`config.mk`:
```
export PLATFORM = sky130hd
export DESIGN_NAME = cto_can_tx
export DESIGN_NICKNAME = d
export VERILOG_FILES = /design/src/cto_pkg.sv /design/src/cto_quantum_div.sv /design/src/cto_line_driver.sv /design/src/cto_can_tx.sv
export SDC_FILE = /design/constraint.sdc
export NUM_CORES = 1
export LEC_CHECK = 0
export ABC_AREA = 1
export BUFFER_PORTS_ARGS = -buffer_cell sky130_fd_sc_hd__buf_2
export CAP_MARGIN = 20
export CORE_MARGIN = 3
export CORE_UTILIZATION = 55
export CTS_BUF_LIST = sky130_fd_sc_hd__clkbuf_4 sky130_fd_sc_hd__clkbuf_8
export DETAILED_ROUTE_END_ITERATION = 7
export PLACE_DENSITY = 0.81
export SLEW_MARGIN = 10
export SYNTH_ARGS = -nofsm -noshare
export SYNTH_HDL_FRONTEND = slang
export SYNTH_SLANG_ARGS = --single-unit
```
`constraint.sdc`:
```
create_clock -name clk -period 8.5 [get_ports clk]
set_input_delay 2.55 -clock clk [delete_from_list [all_inputs] [get_ports clk]]
set_output_delay 2.55 -clock clk [all_outputs]
set_load 0.005 [all_outputs]
```
`src/cto_pkg.sv`:
```
package cto_pkg;

  // Register word indices; byte address is four times the index
  localparam logic [7:0] IDX_CTRL = 8'h20;
  localparam logic [7:0] IDX_PRESCALE = 8'h26;
  localparam logic [7:0] IDX_DRIVE_CFG = 8'h28;
  localparam logic [7:0] IDX_ID_HIGH = 8'h2A;
  localparam logic [7:0] IDX_ID_LOW = 8'h2B;
  localparam logic [7:0] IDX_PAYLOAD_FIRST = 8'h2C;
  localparam logic [7:0] IDX_PAYLOAD_LAST = 8'h33;

  // Control register fields
  localparam int CTRL_RESET_REQ_POS = 0;
  localparam int CTRL_TX_REQ_POS = 1;
  localparam int CTRL_BUSY_POS = 2;
  localparam logic CTRL_RESET_REQ_RST = 1'h1;

  // Identifier low / remote / length register fields
  localparam int ID_LOW_POS = 5;
  localparam int RTR_POS = 4;
  localparam int DLC_W = 4;
  localparam int PRESCALE_W = 6;

  // Reset values of software-written registers
  localparam logic [7:0] REG_RST = 8'h00;

  // Frame layout: start, 11 id, remote, ext flag, reserved, 4 length bits
  localparam int ID_W = 11;
  localparam int FRAME_HDR_BITS = 19;
  localparam int PAYLOAD_BYTES = 8;
  localparam int FRAME_MAX_BITS = FRAME_HDR_BITS + 8 * PAYLOAD_BYTES;
  localparam logic [3:0] DLC_MAX = 4'h8;

  // Quanta per bit time
  localparam int BIT_QUANTA_DEFAULT = 8;

  typedef enum logic [1:0] {
    MODE_BIPHASE = 2'h0,
    MODE_UNUSED = 2'h1,
    MODE_NORMAL1 = 2'h2,
    MODE_NORMAL2 = 2'h3
  } cto_mode_t;

  typedef struct packed {
    logic highSideEn;
    logic lowSideEn;
    logic polarity;
  } cto_line_cfg_t;

  typedef struct packed {
    cto_line_cfg_t line1;
    cto_line_cfg_t line0;
    cto_mode_t driveMode;
  } cto_drive_cfg_t;

  typedef enum logic [1:0] {
    TX_IDLE = 2'h1,
    TX_SEND = 2'h2
  } cto_tx_state_t;

endpackage : cto_pkg

```
`src/cto_quantum_div.sv`:
```
`timescale 1ns/100ps
module cto_quantum_div import cto_pkg::*; #(
  parameter int W = PRESCALE_W
) (
  // Clock and reset
  input wire logic clk,
  input wire logic rst,
  // Divider setting and quantum enable
  input wire logic [W-1:0] divMinusOne,
  output logic tick
);

  logic [W-1:0] count_r;
  logic [W-1:0] count_nxt;

  assign tick = (count_r >= divMinusOne);
  assign count_nxt = tick ? '0 : W'(count_r + 1'h1);

  always_ff @(posedge clk or posedge rst) begin
    if (rst) begin
      count_r <= '0;
    end else begin
      count_r <= count_nxt;
    end
  end

  property p_div_by_one;
    @(posedge clk) disable iff (rst)
    (divMinusOne == '0) |-> tick;
  endproperty
  a_div_by_one: assert property (p_div_by_one) else $error("Prescaler of one must tick every cycle");

endmodule : cto_quantum_div

```
`src/cto_line_driver.sv`:
```
`timescale 1ns/100ps
module cto_line_driver import cto_pkg::*; (
  // Clock and reset
  input wire logic clk,
  input wire logic rst,
  // Line setting and value
  input cto_line_cfg_t cfg,
  input wire logic bitValue,
  input wire logic active,
  // Pin and transistor states
  output logic pinOut,
  output logic pinOeN,
  output logic pullupState,
  output logic pulldownState
);

  logic effValue;
  logic pullup_nxt;
  logic pulldown_nxt;
  logic pullup_r;
  logic pulldown_r;
  logic oeN_r;

  assign effValue = bitValue ^ cfg.polarity;
  assign pullup_nxt = active & cfg.highSideEn & effValue;
  assign pulldown_nxt = active & cfg.lowSideEn & ~effValue;

  always_ff @(posedge clk or posedge rst) begin
    if (rst) begin
      pullup_r <= 1'h0;
      pulldown_r <= 1'h0;
      oeN_r <= 1'h1;
    end else begin
      pullup_r <= pullup_nxt;
      pulldown_r <= pulldown_nxt;
      oeN_r <= ~(pullup_nxt | pulldown_nxt);
    end
  end

  assign pinOut = pullup_r;
  assign pinOeN = oeN_r;
  assign pullupState = pullup_r;
  assign pulldownState = pulldown_r;

  property p_pullup_cause;
    @(posedge clk) disable iff (rst)
    pullup_r |-> $past(cfg.highSideEn) && ($past(bitValue) ^ $past(cfg.polarity));
  endproperty
  a_pullup_cause: assert property (p_pullup_cause) else $error("Pull-up on without cause");

  property p_pulldown_cause;
    @(posedge clk) disable iff (rst)
    pulldown_r |-> $past(cfg.lowSideEn) && !($past(bitValue) ^ $past(cfg.polarity));
  endproperty
  a_pulldown_cause: assert property (p_pulldown_cause) else $error("Pull-down on without cause");

  property p_float_when_off;
    @(posedge clk) disable iff (rst)
    !active |=> pinOeN && !pullupState && !pulldownState;
  endproperty
  a_float_when_off: assert property (p_float_when_off) else $error("Line driven while inactive");

endmodule : cto_line_driver

```
`src/cto_can_tx.sv`:
```
// Design decision made here: the Wishbone interface to the registers.
`timescale 1ns/100ps
// How it works
// - Mode 00 biphase, 01 unused, 10 data on both lines, 11 data plus bit clock.
// - Bit clock is high throughout the sync segment of every bit.
// - Internal bit is zero for dominant, one for recessive, before line settings.
// - Biphase toggle flips per dominant bit; first dominant bit goes on line A.
// - Biphase recessive bits switch every driver off on both lines.
// - Normal mode one shows each bit identically on both lines, never alternating.
// - Normal mode two puts bit clock on line B, high one quantum per bit.
// - Per-line high-side enable gates whether the pull-up may ever switch on.
// - Per-line low-side enable gates whether the pull-down may ever switch on.
// - Value xor polarity selects pull-up or pull-down if enabled, else line floats.
// - Identifier is 11 bits, eight high plus three low, sent MSB first.
// - Smallest identifier wins arbitration, as dominant zeros go out first.
// - Remote flag set sends a remote frame, clear sends a data frame.
// - Remote frames ignore the length code and carry no data bytes.
// - Length code is a binary byte count from 0 to 8.
// - Eight payload registers; only the counted ones are transmitted.
// - Drive config bits 7..0: B hs, ls, pol; A hs, ls, pol; mode.
// - Quantum is module clock divided by prescaler field plus one.
module cto_can_tx import cto_pkg::*; #(
  parameter int BIT_QUANTA = BIT_QUANTA_DEFAULT
) (
  // Clock and reset
  input wire logic clk,
  input wire logic rst,
  // Wishbone classic slave
  input wire logic wb_cyc_i,
  input wire logic wb_stb_i,
  input wire logic wb_we_i,
  input wire logic [9:0] wb_adr_i,
  input wire logic [3:0] wb_sel_i,
  input wire logic [31:0] wb_dat_i,
  output logic [31:0] wb_dat_o,
  output logic wb_ack_o,
  // Transmit lines, enable low while driven
  output logic lineOutA,
  output logic lineOutAOeN,
  output logic lineOutB,
  output logic lineOutBOeN,
  // Transistor states and internal bit
  output logic [1:0] pullupState,
  output logic [1:0] pulldownState,
  output logic txBitValue
);

  localparam int QW = $clog2(BIT_QUANTA + 1);
  localparam int CW = $clog2(FRAME_MAX_BITS + 1);

  // Bus decode
  logic [7:0] regIdx;
  logic reqValid;
  logic wrEn;
  logic wrCtrl;
  logic wrPrescale;
  logic wrDriveCfg;
  logic wrIdHigh;
  logic wrIdLow;
  logic wrPayload;
  logic [2:0] payloadSel;
  logic [7:0] wrByte;
  logic ack_r;
  logic [31:0] rdData_r;
  logic [7:0] rdByte;

  // Registers
  logic resetReq_r;
  logic [PRESCALE_W-1:0] prescale_r;
  cto_drive_cfg_t driveCfg_r;
  logic [7:0] idHigh_r;
  logic [7:0] idLowRtrLen_r;
  logic [7:0] payload_r [PAYLOAD_BYTES];

  // Transmit engine
  cto_tx_state_t txState_r;
  cto_tx_state_t txState_nxt;
  logic [FRAME_MAX_BITS-1:0] frameShift_r;
  logic [FRAME_MAX_BITS-1:0] frameLoad;
  logic [CW-1:0] bitsLeft_r;
  logic [CW-1:0] frameLen;
  logic [QW-1:0] qCnt_r;
  logic quantumTick;
  logic bitBoundary;
  logic startTx;
  logic busy;
  logic remoteFrame;
  logic [DLC_W-1:0] dlcField;
  logic [DLC_W-1:0] byteCount;
  logic [ID_W-1:0] frameId;
  logic txBit_r;
  logic syncPhase_r;
  logic toggle_r;

  // Line feed
  logic valA;
  logic valB;
  logic activeA;
  logic activeB;

  assign regIdx = wb_adr_i[9:2];
  assign reqValid = wb_cyc_i & wb_stb_i & ~ack_r;
  assign wrEn = reqValid & wb_we_i & wb_sel_i[0];
  assign wrByte = wb_dat_i[7:0];
  assign busy = (txState_r == TX_SEND);
  // Timing and driver setup are frozen outside reset request
  assign wrCtrl = wrEn & (regIdx == IDX_CTRL);
  assign wrPrescale = wrEn & (regIdx == IDX_PRESCALE) & resetReq_r;
  assign wrDriveCfg = wrEn & (regIdx == IDX_DRIVE_CFG) & resetReq_r;
  // Buffer is locked while a frame is on the wire
  assign wrIdHigh = wrEn & (regIdx == IDX_ID_HIGH) & ~busy;
  assign wrIdLow = wrEn & (regIdx == IDX_ID_LOW) & ~busy;
  assign wrPayload = wrEn & ~busy & (regIdx >= IDX_PAYLOAD_FIRST) & (regIdx <= IDX_PAYLOAD_LAST);
  assign payloadSel = 3'(regIdx - IDX_PAYLOAD_FIRST);
  assign startTx = wrCtrl & wrByte[CTRL_TX_REQ_POS] & ~wrByte[CTRL_RESET_REQ_POS]
                   & ~resetReq_r & ~busy;

  // Read mux; unmapped words read zero and still acknowledge
  assign rdByte =
    (regIdx == IDX_CTRL) ? {5'h00, busy, 1'h0, resetReq_r} :
    (regIdx == IDX_PRESCALE) ? {2'h0, prescale_r} :
    (regIdx == IDX_DRIVE_CFG) ? driveCfg_r :
    (regIdx == IDX_ID_HIGH) ? idHigh_r :
    (regIdx == IDX_ID_LOW) ? idLowRtrLen_r :
    ((regIdx >= IDX_PAYLOAD_FIRST) && (regIdx <= IDX_PAYLOAD_LAST)) ? payload_r[payloadSel] :
    8'h00;

  always_ff @(posedge clk or posedge rst) begin
    if (rst) begin
      ack_r <= 1'h0;
      rdData_r <= '0;
    end else begin
      ack_r <= reqValid;
      rdData_r <= {24'h00_0000, rdByte};
    end
  end

  assign wb_ack_o = ack_r;
  assign wb_dat_o = rdData_r;

  always_ff @(posedge clk or posedge rst) begin
    if (rst) begin
      resetReq_r <= CTRL_RESET_REQ_RST;
      prescale_r <= '0;
      driveCfg_r <= REG_RST;
      idHigh_r <= REG_RST;
      idLowRtrLen_r <= REG_RST;
    end else begin
      if (wrCtrl) begin
        resetReq_r <= wrByte[CTRL_RESET_REQ_POS];
      end
      if (wrPrescale) begin
        prescale_r <= wrByte[PRESCALE_W-1:0];
      end
      if (wrDriveCfg) begin
        driveCfg_r <= wrByte;
      end
      if (wrIdHigh) begin
        idHigh_r <= wrByte;
      end
      if (wrIdLow) begin
        idLowRtrLen_r <= wrByte;
      end
    end
  end

  always_ff @(posedge clk or posedge rst) begin
    if (rst) begin
      for (int i = 0; i < PAYLOAD_BYTES; i++) begin
        payload_r[i] <= REG_RST;
      end
    end else if (wrPayload) begin
      payload_r[payloadSel] <= wrByte;
    end
  end

  // Frame assembly
  assign frameId = {idHigh_r, idLowRtrLen_r[7:ID_LOW_POS]};
  assign remoteFrame = idLowRtrLen_r[RTR_POS];
  assign dlcField = idLowRtrLen_r[DLC_W-1:0];
  // Codes above eight still send eight bytes
  assign byteCount = remoteFrame ? 4'h0 :
                     (dlcField > DLC_MAX) ? DLC_MAX : dlcField;
  assign frameLen = CW'(FRAME_HDR_BITS) + CW'({byteCount, 3'h0});
  // Zero identifier bits are dominant, so lower values win the bus
  assign frameLoad = {1'h0, frameId, remoteFrame, 1'h0, 1'h0, dlcField,
                      payload_r[0], payload_r[1], payload_r[2], payload_r[3],
                      payload_r[4], payload_r[5], payload_r[6], payload_r[7]};

  cto_quantum_div #(
    .W(PRESCALE_W)
  ) u_quantum_div (
    .clk(clk),
    .rst(rst),
    .divMinusOne(prescale_r),
    .tick(quantumTick)
  );

  assign bitBoundary = quantumTick & (qCnt_r == QW'(BIT_QUANTA - 1));

  always_ff @(posedge clk or posedge rst) begin
    if (rst) begin
      qCnt_r <= '0;
      syncPhase_r <= 1'h0;
    end else if (quantumTick) begin
      qCnt_r <= bitBoundary ? '0 : QW'(qCnt_r + 1'h1);
      syncPhase_r <= bitBoundary;
    end
  end

  always_comb begin
    txState_nxt = txState_r;
    unique case (txState_r)
      TX_IDLE: begin
        if (startTx) begin
          txState_nxt = TX_SEND;
        end
      end
      TX_SEND: begin
        if (bitBoundary && (bitsLeft_r == '0)) begin
          txState_nxt = TX_IDLE;
        end
      end
    endcase
  end

  always_ff @(posedge clk or posedge rst) begin
    if (rst) begin
      txState_r <= TX_IDLE;
      frameShift_r <= '0;
      bitsLeft_r <= '0;
      txBit_r <= 1'h1;
      toggle_r <= 1'h0;
    end else begin
      txState_r <= txState_nxt;
      if (startTx) begin
        frameShift_r <= frameLoad;
        bitsLeft_r <= frameLen;
      end else if (bitBoundary) begin
        if (busy && (bitsLeft_r != '0)) begin
          txBit_r <= frameShift_r[FRAME_MAX_BITS-1];
          frameShift_r <= {frameShift_r[FRAME_MAX_BITS-2:0], 1'h1};
          bitsLeft_r <= CW'(bitsLeft_r - 1'h1);
        end else begin
          txBit_r <= 1'h1;
        end
        if (!txBit_r) begin
          toggle_r <= ~toggle_r;
        end
      end
    end
  end

  assign txBitValue = txBit_r;

  // Line coding per drive mode
  always_comb begin
    unique case (driveCfg_r.driveMode)
      MODE_BIPHASE: begin
        valA = 1'h0;
        valB = 1'h0;
        activeA = ~txBit_r & ~toggle_r;
        activeB = ~txBit_r & toggle_r;
      end
      MODE_NORMAL2: begin
        valA = txBit_r;
        valB = syncPhase_r;
        activeA = 1'h1;
        activeB = 1'h1;
      end
      // Unused code behaves as normal mode one
      default: begin
        valA = txBit_r;
        valB = txBit_r;
        activeA = 1'h1;
        activeB = 1'h1;
      end
    endcase
  end

  cto_line_driver u_line_a (
    .clk(clk),
    .rst(rst),
    .cfg(driveCfg_r.line0),
    .bitValue(valA),
    .active(activeA),
    .pinOut(lineOutA),
    .pinOeN(lineOutAOeN),
    .pullupState(pullupState[0]),
    .pulldownState(pulldownState[0])
  );

  cto_line_driver u_line_b (
    .clk(clk),
    .rst(rst),
    .cfg(driveCfg_r.line1),
    .bitValue(valB),
    .active(activeB),
    .pinOut(lineOutB),
    .pinOeN(lineOutBOeN),
    .pullupState(pullupState[1]),
    .pulldownState(pulldownState[1])
  );

  property p_biphase_recessive_float;
    @(posedge clk) disable iff (rst)
    (driveCfg_r.driveMode == MODE_BIPHASE) && txBit_r |=> lineOutAOeN && lineOutBOeN;
  endproperty
  a_biphase_recessive_float: assert property (p_biphase_recessive_float) else $error("Biphase recessive drives a line");

  property p_toggle_on_dominant;
    @(posedge clk) disable iff (rst)
    bitBoundary && !txBit_r |=> toggle_r != $past(toggle_r);
  endproperty
  a_toggle_on_dominant: assert property (p_toggle_on_dominant) else $error("Biphase toggle missed a dominant bit");

  property p_sync_one_quantum;
    @(posedge clk) disable iff (rst)
    $rose(syncPhase_r) && (prescale_r == '0) |=> !syncPhase_r;
  endproperty
  a_sync_one_quantum: assert property (p_sync_one_quantum) else $error("Bit clock high longer than one quantum");

  property p_normal1_same;
    @(posedge clk) disable iff (rst)
    (driveCfg_r.driveMode == MODE_NORMAL1) && (driveCfg_r.line0 == driveCfg_r.line1)
      && $stable(driveCfg_r) |=> (lineOutA == lineOutB) && (lineOutAOeN == lineOutBOeN);
  endproperty
  a_normal1_same: assert property (p_normal1_same) else $error("Normal mode one lines differ");

  property p_cfg_locked;
    @(posedge clk) disable iff (rst)
    !resetReq_r |=> $stable(driveCfg_r) && $stable(prescale_r);
  endproperty
  a_cfg_locked: assert property (p_cfg_locked) else $error("Drive config changed outside reset request");

  property p_remote_no_data;
    @(posedge clk) disable iff (rst)
    startTx && remoteFrame |=> bitsLeft_r == CW'(FRAME_HDR_BITS);
  endproperty
  a_remote_no_data: assert property (p_remote_no_data) else $error("Remote frame carries data");

  property p_data_length;
    @(posedge clk) disable iff (rst)
    startTx && !remoteFrame && (dlcField <= DLC_MAX)
      |=> bitsLeft_r == CW'(FRAME_HDR_BITS) + CW'({$past(dlcField), 3'h0});
  endproperty
  a_data_length: assert property (p_data_length) else $error("Frame length mismatches length code");

  property p_id_first;
    @(posedge clk) disable iff (rst)
    startTx |=> frameShift_r[FRAME_MAX_BITS-2 -: ID_W] == {$past(idHigh_r), $past(idLowRtrLen_r[7:5])};
  endproperty
  a_id_first: assert property (p_id_first) else $error("Identifier not loaded MSB first");

  property p_idle_recessive;
    @(posedge clk) disable iff (rst)
    !busy && bitBoundary |=> txBit_r;
  endproperty
  a_idle_recessive: assert property (p_idle_recessive) else $error("Idle bit not recessive");

  property p_ack_single;
    @(posedge clk) disable iff (rst)
    wb_ack_o |=> !wb_ack_o;
  endproperty
  a_ack_single: assert property (p_ack_single) else $error("Acknowledge held two cycles");

endmodule : cto_can_tx

```
; Word level (Yosys, flattened, before mapping)
; Index checks and enable logic that the tools add are counted.
[word_totals]
register_bits = 215
inputBits = 51
out_inout_bits = 42
word_cells = 147
[classes]
add_sub_neg = 5
n_lt_le_gt_ge = 6
eq_ne = 11
mux = 30
bitwise_logic = 47
n_reduce_logical = 13
[op_table]
columns = operator, count
row1 = $mux 83, 3
row2 = $mux 8, 9
row3 = $bwmux 64, 1
row4 = $eq 8x6->1 const B, 5
row5 = $and 1x1->1, 31
row6 = $bmux 8 s3, 1
row7 = $demux 8 s3, 1
row8 = $mux 7, 3
row9 = $mux 4, 3
row10 = $not 1->1, 11
row11 = $ge 8x6->1 const B, 1
row12 = $le 8x6->1 const B, 1
row13 = $add 5x7->7 const A, 1
row14 = $logic_not 7->1, 1
row15 = $reduce_bool 7->1, 1
row16 = $sub 7x1->7 const B, 1
row17 = $add 6x1->6 const B, 1
row18 = $ge 6x6->1, 1
row19 = $mux 6, 1
row20 = $reduce_and 2->1, 3
row21 = $add 4x1->4 const B, 1
row22 = $eq 2x2->1 const B, 2
row23 = $eq 4x3->1 const B, 1
row24 = $ge 4x4->1 const B, 1
row25 = other kinds (17), 27

; Logic depth before layout (Yosys ltp)
; Gate-level depths: netlist of the first run.
[depth]
ltp_word = 11
depth_mapped = 14
depth_no_buf = 13

; By module
; Synthesis of the first run repeated with hierarchy kept, for this count alone.
[unflattened]
hier_cells = 1364
hier_area_um2 = 10710.3
[by_module_without_submodules]
columns = mod, n_inst, cells_each, area_each_um2, seq_area_each_um2
row1 = cto_can_tx, 1, 1270, 9990.8, 5083.6
row2 = cto_quantum_div, 1, 58, 436.7, 150.1
row3 = cto_line_driver, 2, 18, 141.4, 76.3

; Worst setup path after synthesis of the first run
; No wires, ideal clock.
[synth_path]
path_kind = input port to flip-flop
startpoint = in wb_cyc_i
endpoint = reg payload_r (netlist bit frameLoad[56])
setup_time_ps = 117
arrival_time_ps = 3737
required_ps = 8383
slack_ps = 4646
cell_stages = 8
n_path_buf = 1
cell_sequence = nand2_1 -> nor3_2 -> nand2_1 -> nor2_8 -> nand3_4 -> buf_6 -> o21ai_1 -> inv_1
[synth_via]
elab_chain_cells = 7
[synth_lines]
columns = item, line_no
row1 = "start, declared", cto_can_tx.sv:29  ; input wire logic wb_cyc_i,
row2 = $and 1x1->1 (2 in series), cto_can_tx.sv:102  ; assign reqValid = wb_cyc_i & wb_stb_i & ~ack_r;
row3 = $and 1x1->1 (2 in series), cto_can_tx.sv:103  ; assign wrEn = reqValid & wb_we_i & wb_sel_i[0];
row4 = $and 1x1->1 (3 in series), cto_can_tx.sv:113  ; assign wrPayload = wrEn & ~busy & (regIdx >= IDX_PAYLOAD_FIRST) & (regIdx <= IDX_PAYLOAD_LAST);
row5 = "end signal, assigned by index", cto_can_tx.sv:173  ; payload_r[payloadSel] <= wrByte;
row6 = "end, declared", cto_can_tx.sv:73  ; logic [7:0] payload_r [PAYLOAD_BYTES];
; Every way passes these cells.
; A chain may end at the register's enable or synchronous reset.

; Final worst setup path of the first run
[layout_path]
startpoint = in wb_adr_i[2]
endpoint = reg frameShift_r[30]
[layout_via]
elab_chain_cells = 8
elab_cells_between_ends = 10
cone_classes = eq/ne (1) / mux (1) / bitwise (5) / reduce/logical (3)
[layout_lines]
columns = item, line_no
row1 = "start, declared", cto_can_tx.sv:32  ; input wire logic [9:0] wb_adr_i,
row2 = $eq 8x6->1 (*), cto_can_tx.sv:107  ; assign wrCtrl = wrEn & (regIdx == IDX_CTRL);
row3 = $and 1x1->1 (*), cto_can_tx.sv:107
row4 = $and 1x1->1 (*) (2 in series), cto_can_tx.sv:115  ; assign startTx = wrCtrl & wrByte[CTRL_TX_REQ_POS] & ~wrByte[CTRL_RESET_REQ_POS]
row5 = $and 1x1->1 (*) (2 in series), cto_can_tx.sv:116  ; & ~resetReq_r & ~busy;
row6 = $reduce_bool 2->1 (no source line), --
row7 = $reduce_and 2->1 (no source line), --
row8 = "end signal, assigned", cto_can_tx.sv:237  ; frameShift_r <= frameLoad;
row9 = "end signal, assigned", cto_can_tx.sv:242  ; frameShift_r <= {frameShift_r[FRAME_MAX_BITS-2:0], 1'h1};
row10 = "end, declared", cto_can_tx.sv:78  ; logic [FRAME_MAX_BITS-1:0] frameShift_r;
; Every way passes the cells marked *; elsewhere a longest branch is shown, timed or not.

==> run metrics, run 1 <==
critical path required time 8900 ps; metal2 WL 12.3 mm; Buf+Inv Stages, Crit Path 3; slowest stage delay, CP 510 ps; cts bufs inserted 36; CTS tree built; Setup Total Neg Slack 0 ps; total power per unit cell area 228 mW/mm2; Pleak 0.00615 uW; gr ovfl total 0; detailed-route via count 9125; Netlist cell types 39; Yosys reg bits 215; Port Buffers 39; CP max stage cell inv_2; clock tree buffer depth 3; fraction of registers with async set/reset 100%; DRT antenna net count 0; non-filler cells, final 1727; Final min period 4990 ps; core area 0.0195 mm2; Starting Density 56.1%; die area 0.0217 mm2; DR top layer met4; Comb power frac 19.8%; Routed WL per cell 15.2 um; Synth Warn # 0; WL met1 11.0 mm; clk root buf clkbuf_8; TritonCTS Sinks 215; run status complete, no violations; setup repair bufs after CTS 0; Final Setup Violations 0; delay-heaviest family, CP simple AND/OR/NAND/NOR gates; GP Congestion 0.891; Tightest Hold Check Type reg2reg; clk slew on worst S/H paths 60 ps; Max-slew headroom 33.5%; Synth top area share 47.9%; Synth Cell Area 0.0110 mm2; PnR worst setup slack 3510 ps; Tightest Pin Transition 998 ps; crit-path cells buf_2 > nor2_4 > nand2_1 > nor2_2 > nand3_4 > nand2_2 > buf_4 > inv_2 > nand2_1 > nand2_1; row cnt 51; Post-synth EDFFs 0; Clock H-tree levels 2; Sequential Power Share 45.5%; VDD IR-drop max 0.152 mV; sequential-to-total area share from yosys stat 49.1%; Worst Path Arrival 5400 ps; vias in the first global route 8509; cell count after synthesis 1417; Crit Path Category in2reg; RSZ-0062 raised after global routing false; dpl hpwl 17.3 mm; total track usage 24.4%; Crit path top cell by count nand2_1; dominant cell type by area after synthesis dfrtp_1; die width 147 um; die height 147 um; Sw Share 30.9%; IO Pins 93; r2r worst-path depth 12; drt pass-1 iters 6; hold_buf cts 0; dominant cells by area after synthesis dfrtp_1 48%, nand2_1 19%, inv_1 5.6%; Cells after DPL 1665; Critical Path Stages 10; initial antenna violation count 0; ANT cells 0; DR iter-0 viols 922; final worst clock skew 18.5 ps; MaxCap Viol Count 0; Mean Syn Cell Area 7.74 um2; Post-Place Setup Slack 3020 ps; Hold WS 473 ps; Pint 1870 uW; Layout fillers 1687; CP Max Fanout 50; net switching power 835 uW; main flop type after synthesis dfrtp_1; Clock Power Share 34.8%; Post-CTS Resized 0; Startpoint Class input pin; Final #Nets 1503; clock insertion delay at the later pin of the skew report 520 ps; Slew Limit Fails 0; largest net degree at the start of global routing 135; Max Freq 200 MHz; first-pass GRT wire length 42.7 mm; hold depth 2; Final Cycle Share 58.8%; WL met3 2.12 mm; wirelength, routed 26.2 mm; share of cells above drive strength 1 10.6%; # DRC 0; area delta synth->final 8.25%; Fin. Hold Viols 0; CP endpoint kind flip-flop; post-DR vias/cell 5.28
## Yosys cell counts, types with 9 or more instances
master	instances
nand2_1	560
dfrtp_1	210
o21ai_1	95
o211ai_1	12
buf_4	32
o21ai_0	69
ha_1	13
buf_6	9
nand3_1	69
nor2_1	49
clkbuf_1	18
a21oi_1	14
buf_2	23
inv_1	163
## worst register-to-register path: cells and delay by family (launching register included)
kind | cells | cell delay, ps
AO/OA/AOI/OAI | 1 | 190
buffers and inverters | 4 | 1460
flip-flops | 1 | 430
AND/OR/NAND/NOR | 6 | 900
adder cells (fa/ha/maj) | 1 | 300
## power groups by stage
stage               logic [uW]  clock network [uW]  registers, uW
finish                     534                 941           1230
floorplan                  422                   0           1230
global route               611                 993           1250
detailed placement         529                   0           1240
CTS                        533                 953           1230
global placement           512                   0           1240
## final timing paths
kind / from / endpoint / slack (ps)
setup / recovery: wb_adr_i[2] / frameShift_r[30] / 3510
hold / removal: frameShift_r[72] / frameShift_r[72] / 470
setup reg to reg: u_quantum_div.count_r[4] / frameShift_r[30] / 5150
hold reg to reg: frameShift_r[72] / frameShift_r[72] / 470
max in group asynchronous: rst / resetReq_r / 5030
min in group asynchronous: rst / frameShift_r[45] / 2250
## layer usage
layer,vias up,GRT usage (%)
met5,-,0
met4,0,8.95
met3,62,4.90
met2,382,39.1
met1,4272,33.2
li1,4409,-
## layout make-up
cell class,instances,area [um2],share of cell area (%)
clock buffers,60,732,6.17
inverters,168,638,5.38
flip-flops and latches,215,5390,45.4
clock inverters,1,5.00,0.0422
repair buffers,46,268,2.26
well taps,265,332,2.79
multi-input cells,972,4510,38.0
## cells by family after synthesis
group / after synthesis / synth area share, %
buffers and inverters: 253 / 10.6
flip-flops: 215 / 49.1
AND/OR/NAND/NOR: 724 / 28.1
adder cells (fa/ha/maj): 13 / 1.48
other: 1 / 0.0342
AO/OA/AOI/OAI: 200 / 9.71
XOR/XNOR: 11 / 0.879
## through the flow
| stage | area [um2] | total power (uW) | utilization, % |
|---|---|---|---|
| 3_3_place_gp | 11100 | 1750 | 56.9 |
| 3_5_place_dp | 11100 | 1770 | 56.9 |
| 6_report | 11900 | 2700 | 60.8 |
| 4_1_cts | 11800 | 2710 | 60.6 |
| 2_1_floorplan | 11000 | 1650 | - |
| 5_1_grt | 11900 | 2850 | 60.8 |
## cell usage in the layout, fill, tap and decap left out, drive strengths merged, types with 4 or more instances in the layout
cell type / synthesis / layout
dfrtp: 210 / 210
o21ai: 172 / 172
dfstp: 5 / 5
inv: 168 / 168
buf: 67 / 46
xnor2: 5 / 5
a21oi: 14 / 14
nand2: 565 / 565
nor3: 8 / 8
nor3b: 4 / 4
xor2: 6 / 6
o211ai: 12 / 12
nand4: 5 / 5
conb: 1 / 24
ha: 13 / 13
nor2: 59 / 59
nand3: 79 / 79
clkbuf: 18 / 60
## state kept, by name (all words and copies together), names as in the netlist
| register | count |
|---|---|
| frameShift_r | 83 |
| frameLoad | 64 |
| driveCfg_r | 8 |
| idHigh_r | 8 |
| idLowRtrLen_r | 8 |
| wb_dat_o | 8 |
| bitsLeft_r | 7 |
| prescale_r | 6 |
| u_quantum_div.count_r | 6 |
| qCnt_r | 4 |
| txState_r | 2 |
| resetReq_r | 1 |
| syncPhase_r | 1 |
| toggle_r | 1 |
| txBitValue | 1 |
| u_line_a.pinOeN | 1 |
| u_line_a.pinOut | 1 |
| u_line_a.pulldownState | 1 |
| u_line_b.pinOeN | 1 |
| u_line_b.pinOut | 1 |
| u_line_b.pulldownState | 1 |
| wb_ack_o | 1 |
No activity file was read; power rests on OpenSTA's default activity.
==> run 2, diff against run 1 <==
clock period = 4.4 ns   (was 8.5 ns; I/O delays follow)
==> run metrics, run 2 (synthesized netlist as in run 1, its figures left out) <==
CTS tree built; detailed-route via count 9122; PnR worst setup slack 1270 ps; Tightest Hold Check Type reg2reg; wirelength, routed 26.5 mm; Final #Nets 1506; RSZ-0062 raised after global routing false; Sequential Power Share 45.4%; final core occ 61.0%; final worst clock skew 20.3 ps; Clock Power Share 34.9%; gr ovfl total 0; dpl cell area 0.0112 mm2; Setup Total Neg Slack 0 ps; Post-Place Setup Slack 794 ps; DR iter-0 viols 778; row cnt 51; share of cells above drive strength 1 10.8%; critical path required time 4840 ps; Max Freq 319 MHz; MaxCap Viol Count 0; total power per unit cell area 439 mW/mm2; Routed WL per cell 15.3 um; Crit Path Category reg2reg; Tightest Pin Transition 1010 ps; largest net degree at the start of global routing 115; vias in the first global route 8659; die height 147 um; core area 0.0195 mm2; Largest register FFs 83; IO Pins 93; run status complete, no violations; post-DR vias/cell 5.27; Layout fillers 1694; Fin. Hold Viols 0; Post-CTS Resized 0; Pleak 0.00617 uW; total track usage 25.0%; die width 147 um; Largest Register frameShift_r; CP Max Fanout 50; Worst Path Arrival 3570 ps; initial antenna violation count 0; ANT cells 0; Clock H-tree levels 2; clk root buf clkbuf_8; Sw Share 30.6%; dpl hpwl 17.7 mm; clock insertion delay at the later pin of the skew report 520 ps; VDD IR-drop max 0.277 mV; DRT antenna net count 0; net switching power 1600 uW; TritonCTS Sinks 215; Slew Limit Fails 0; GP Congestion 0.882; clock tree buffer depth 3; commonest non-fill, non-tap cells in the layout 559 x nand2_1, 210 x dfrtp_1, 162 x inv_1, 95 x o21ai_1; cts bufs inserted 37; clk slew on worst S/H paths 60 ps; most common cell after layout, fill and taps aside nand2_1; die area 0.0217 mm2; setup repair bufs after CTS 0; Port Buffers 39; hold_buf cts 0; Comb power frac 19.7%; Startpoint Class flip-flop; drt pass-1 iters 5; first-pass GRT wire length 43.7 mm; CP endpoint kind flip-flop; CP max stage cell inv_2; Starting Density 56.1%; Max-slew headroom 32.3%; Final min period 3130 ps; # DRC 0; slowest stage delay, CP 750 ps; Crit path top cell by count nand2_1; post-route cell area 0.0119 mm2; area delta synth->final 8.58%; Final Cycle Share 71.1%; crit-path cells inv_1 > ha_1 > nand2_1 > inv_1 > a21oi_1 > nand2_1 > nand3_1 > buf_4 > nand2_2 > inv_2 > nand2_1 > nand2_1; Pint 3630 uW; Final Setup Violations 0
run 2: worst max-delay path, delay by kind of cell (launching register included):
| kind | cells | cell delay, ps |
|---|---|---|
| buf+inv | 4 | 1180 |
| fa+ha+maj | 1 | 310 |
| simple gates | 6 | 980 |
| compound gates | 1 | 200 |
| flops | 1 | 340 |
run 2: stage by stage:
stage / cells / hold slack (ps) / power [uW]
floorplan: 1440 / 437 / 3180
global placement: 1668 / 452 / 3390
detailed placement: 1668 / 458 / 3430
CTS: 1730 / 473 / 5260
global route: 1730 / 493 / 5530
finish: 1730 / 470 / 5230
run 2: per-layer routing:
layer / vias up / share of wire [%] / global-route usage [%]
met5: - / 0 / 0
met4: 0 / 3.9 / 10.7
met3: 79 / 7.2 / 4.38
met2: 350 / 46 / 39.1
met1: 4253 / 42 / 34.9
li1: 4440 / - / -
run 2: final timing paths:
check	cells after the start	startpoint	slack, ps	end
setup / recovery	12	prescale_r[5]	1270	frameShift_r[59]
hold / removal	2	frameShift_r[1]	470	frameShift_r[1]
setup reg to reg	12	prescale_r[5]	1270	frameShift_r[59]
hold reg to reg	2	frameShift_r[1]	470	frameShift_r[1]
max in group asynchronous	3	rst	2880	frameShift_r[19]
min in group asynchronous	3	rst	990	frameShift_r[40]
run 2: cell type report:
| cell class | instances | area (um2) | share of cell area [%] |
|---|---|---|---|
| sequential | 215 | 5390 | 45.3 |
| inverter | 168 | 634 | 5.33 |
| clock inverter | 1 | 5.00 | 0.0420 |
| clock buffer | 61 | 739 | 6.21 |
| tap | 265 | 332 | 2.79 |
| timing repair buffer | 48 | 300 | 2.52 |
| multi-input combinational | 972 | 4510 | 37.9 |
run 2: power groups by stage:
stage               combinational (uW)  clock, uW  sequential (uW)
global route                      1180       1940             2400
global placement                   993          0             2390
detailed placement                1030          0             2400
CTS                               1030       1850             2370
finish                            1030       1830             2370
floorplan                          816          0             2370
==> run 3, diff against run 2 <==
PLACE_DENSITY = 0.78   (was 0.81)
clock period = 3.2 ns   (was 4.4 ns; I/O delays follow)
==> run metrics, run 3 (synthesized netlist as in run 1, its figures left out) <==
Critical Path Stages 11; CP Max Fanout 50; detailed-route via count 9082; Clock H-tree levels 2; gr ovfl total 0; area delta synth->final 8.93%; clk slew on worst S/H paths 60 ps; clk root buf clkbuf_8; initial antenna violation count 0; dpl hpwl 18.0 mm; most common cell after layout, fill and taps aside nand2_1; Crit Path Category reg2reg; Setup Total Neg Slack 0 ps; Pleak 0.00619 uW; Crit path top cell by count nand2_1; multi-input gate area in the final layout 0.00451 mm2; clock tree buffer depth 3; dpl cell area 0.0112 mm2; vias in the first global route 8786; total track usage 25.5%; Tightest Hold Check Type reg2reg; cts bufs inserted 37; MaxCap Viol Count 0; Layout fillers 1662; Hold WS 474 ps; RSZ-0062 raised after global routing false; CTS tree built; run status complete, no violations; die width 147 um; Startpoint Class flip-flop; # DRC 0; drt pass-1 iters 5; largest net degree at the start of global routing 113; Port Buffers 39; CP max stage cell inv_2; die area 0.0217 mm2; ANT cells 0; Fin. Hold Viols 0; crit-path cells inv_1 > ha_1 > nand2_1 > inv_1 > a21oi_1 > nand2_1 > nand3_1 > nand2_2 > inv_2 > nand2_1 > nand2_1; Buf+Inv Stages, Crit Path 3; VDD IR-drop max 0.347 mV; Post-Place Setup Slack 352 ps; final worst clock skew 28.2 ps; CP endpoint kind flip-flop; Post-CTS Resized 0; final core occ 61.1%; IO Pins 93; Max Freq 415 MHz; share of cells above drive strength 1 11.0%; setup repair bufs after CTS 0; DR iter-0 viols 843; die height 147 um; Final Cycle Share 75.2%; post-route cell area 0.0119 mm2; Starting Density 56.1%; core area 0.0195 mm2; Routed WL per cell 15.4 um; Largest register FFs 83; DRT antenna net count 0; row cnt 51; Final min period 2410 ps; Final Setup Violations 0; commonest non-fill, non-tap cells in the layout 559 x nand2_1, 210 x dfrtp_1, 162 x inv_1, 95 x o21ai_1; Max-slew headroom 38.4%; delay-heaviest family, CP buffers and inverters; Largest Register frameShift_r; first-pass GRT wire length 44.8 mm; wirelength, routed 26.7 mm; hold depth 2; Slew Limit Fails 0; PnR worst setup slack 793 ps; hold_buf cts 0; Sequential cell area 0.00539 mm2; Final #Nets 1513; Tightest Pin Transition 925 ps; post-DR vias/cell 5.24; Worst Path Arrival 2850 ps; r2r worst-path depth 11; critical path required time 3640 ps; GP Congestion 0.943; slowest stage delay, CP 670 ps; TritonCTS Sinks 215; clock insertion delay at the later pin of the skew report 530 ps; total power per unit cell area 597 mW/mm2
-- run 3: path summary, 6_finish.rpt --
path	start	endpoint	slack, ps
worst max-delay path	prescale_r[5]	frameShift_r[7]	790
worst min register to register	frameShift_r[1]	frameShift_r[1]	470
worst max register to register	prescale_r[5]	frameShift_r[7]	790
max in group asynchronous	rst	frameShift_r[27]	2080
worst min-delay path	frameShift_r[1]	frameShift_r[1]	470
min in group asynchronous	rst	frameShift_r[68]	610
-- run 3: per-stage QoR --
step           instances  power (uW)
5_1_grt             1734        7580
3_3_place_gp        1675        4670
4_1_cts             1734        7170
2_1_floorplan       1440        4380
6_report            1734        7130
3_5_place_dp        1675        4720
-- run 3: tightest hold or removal path, cell delays in order, from the launching register on --
cell and delay [ps]:
dfrtp_1 340, nand2_1 50, nand2_1 50
-- run 3: cell type report --
type | instances | share of cell area [%]
inverter | 168 | 5.31
tap | 265 | 2.78
clock buffer | 56 | 5.88
multi-input combinational | 972 | 37.7
clock inverter | 3 | 0.126
timing repair buffer | 55 | 3.06
sequential | 215 | 45.1
-- run 3: metal layers --
metal | part of all wire (%) | global-route usage [%]
met1 | 43 | 35.0
met2 | 46 | 40.0
met3 | 6.1 | 4.29
met4 | 4.4 | 11.8
met5 | 0 | 0
-- run 3: where the power goes --
group	internal, uW	switching (uW)	leakage [uW]
logic	477	943	0.00307
registers	3080	184	0.00273
clock network	1380	1060	0.000386
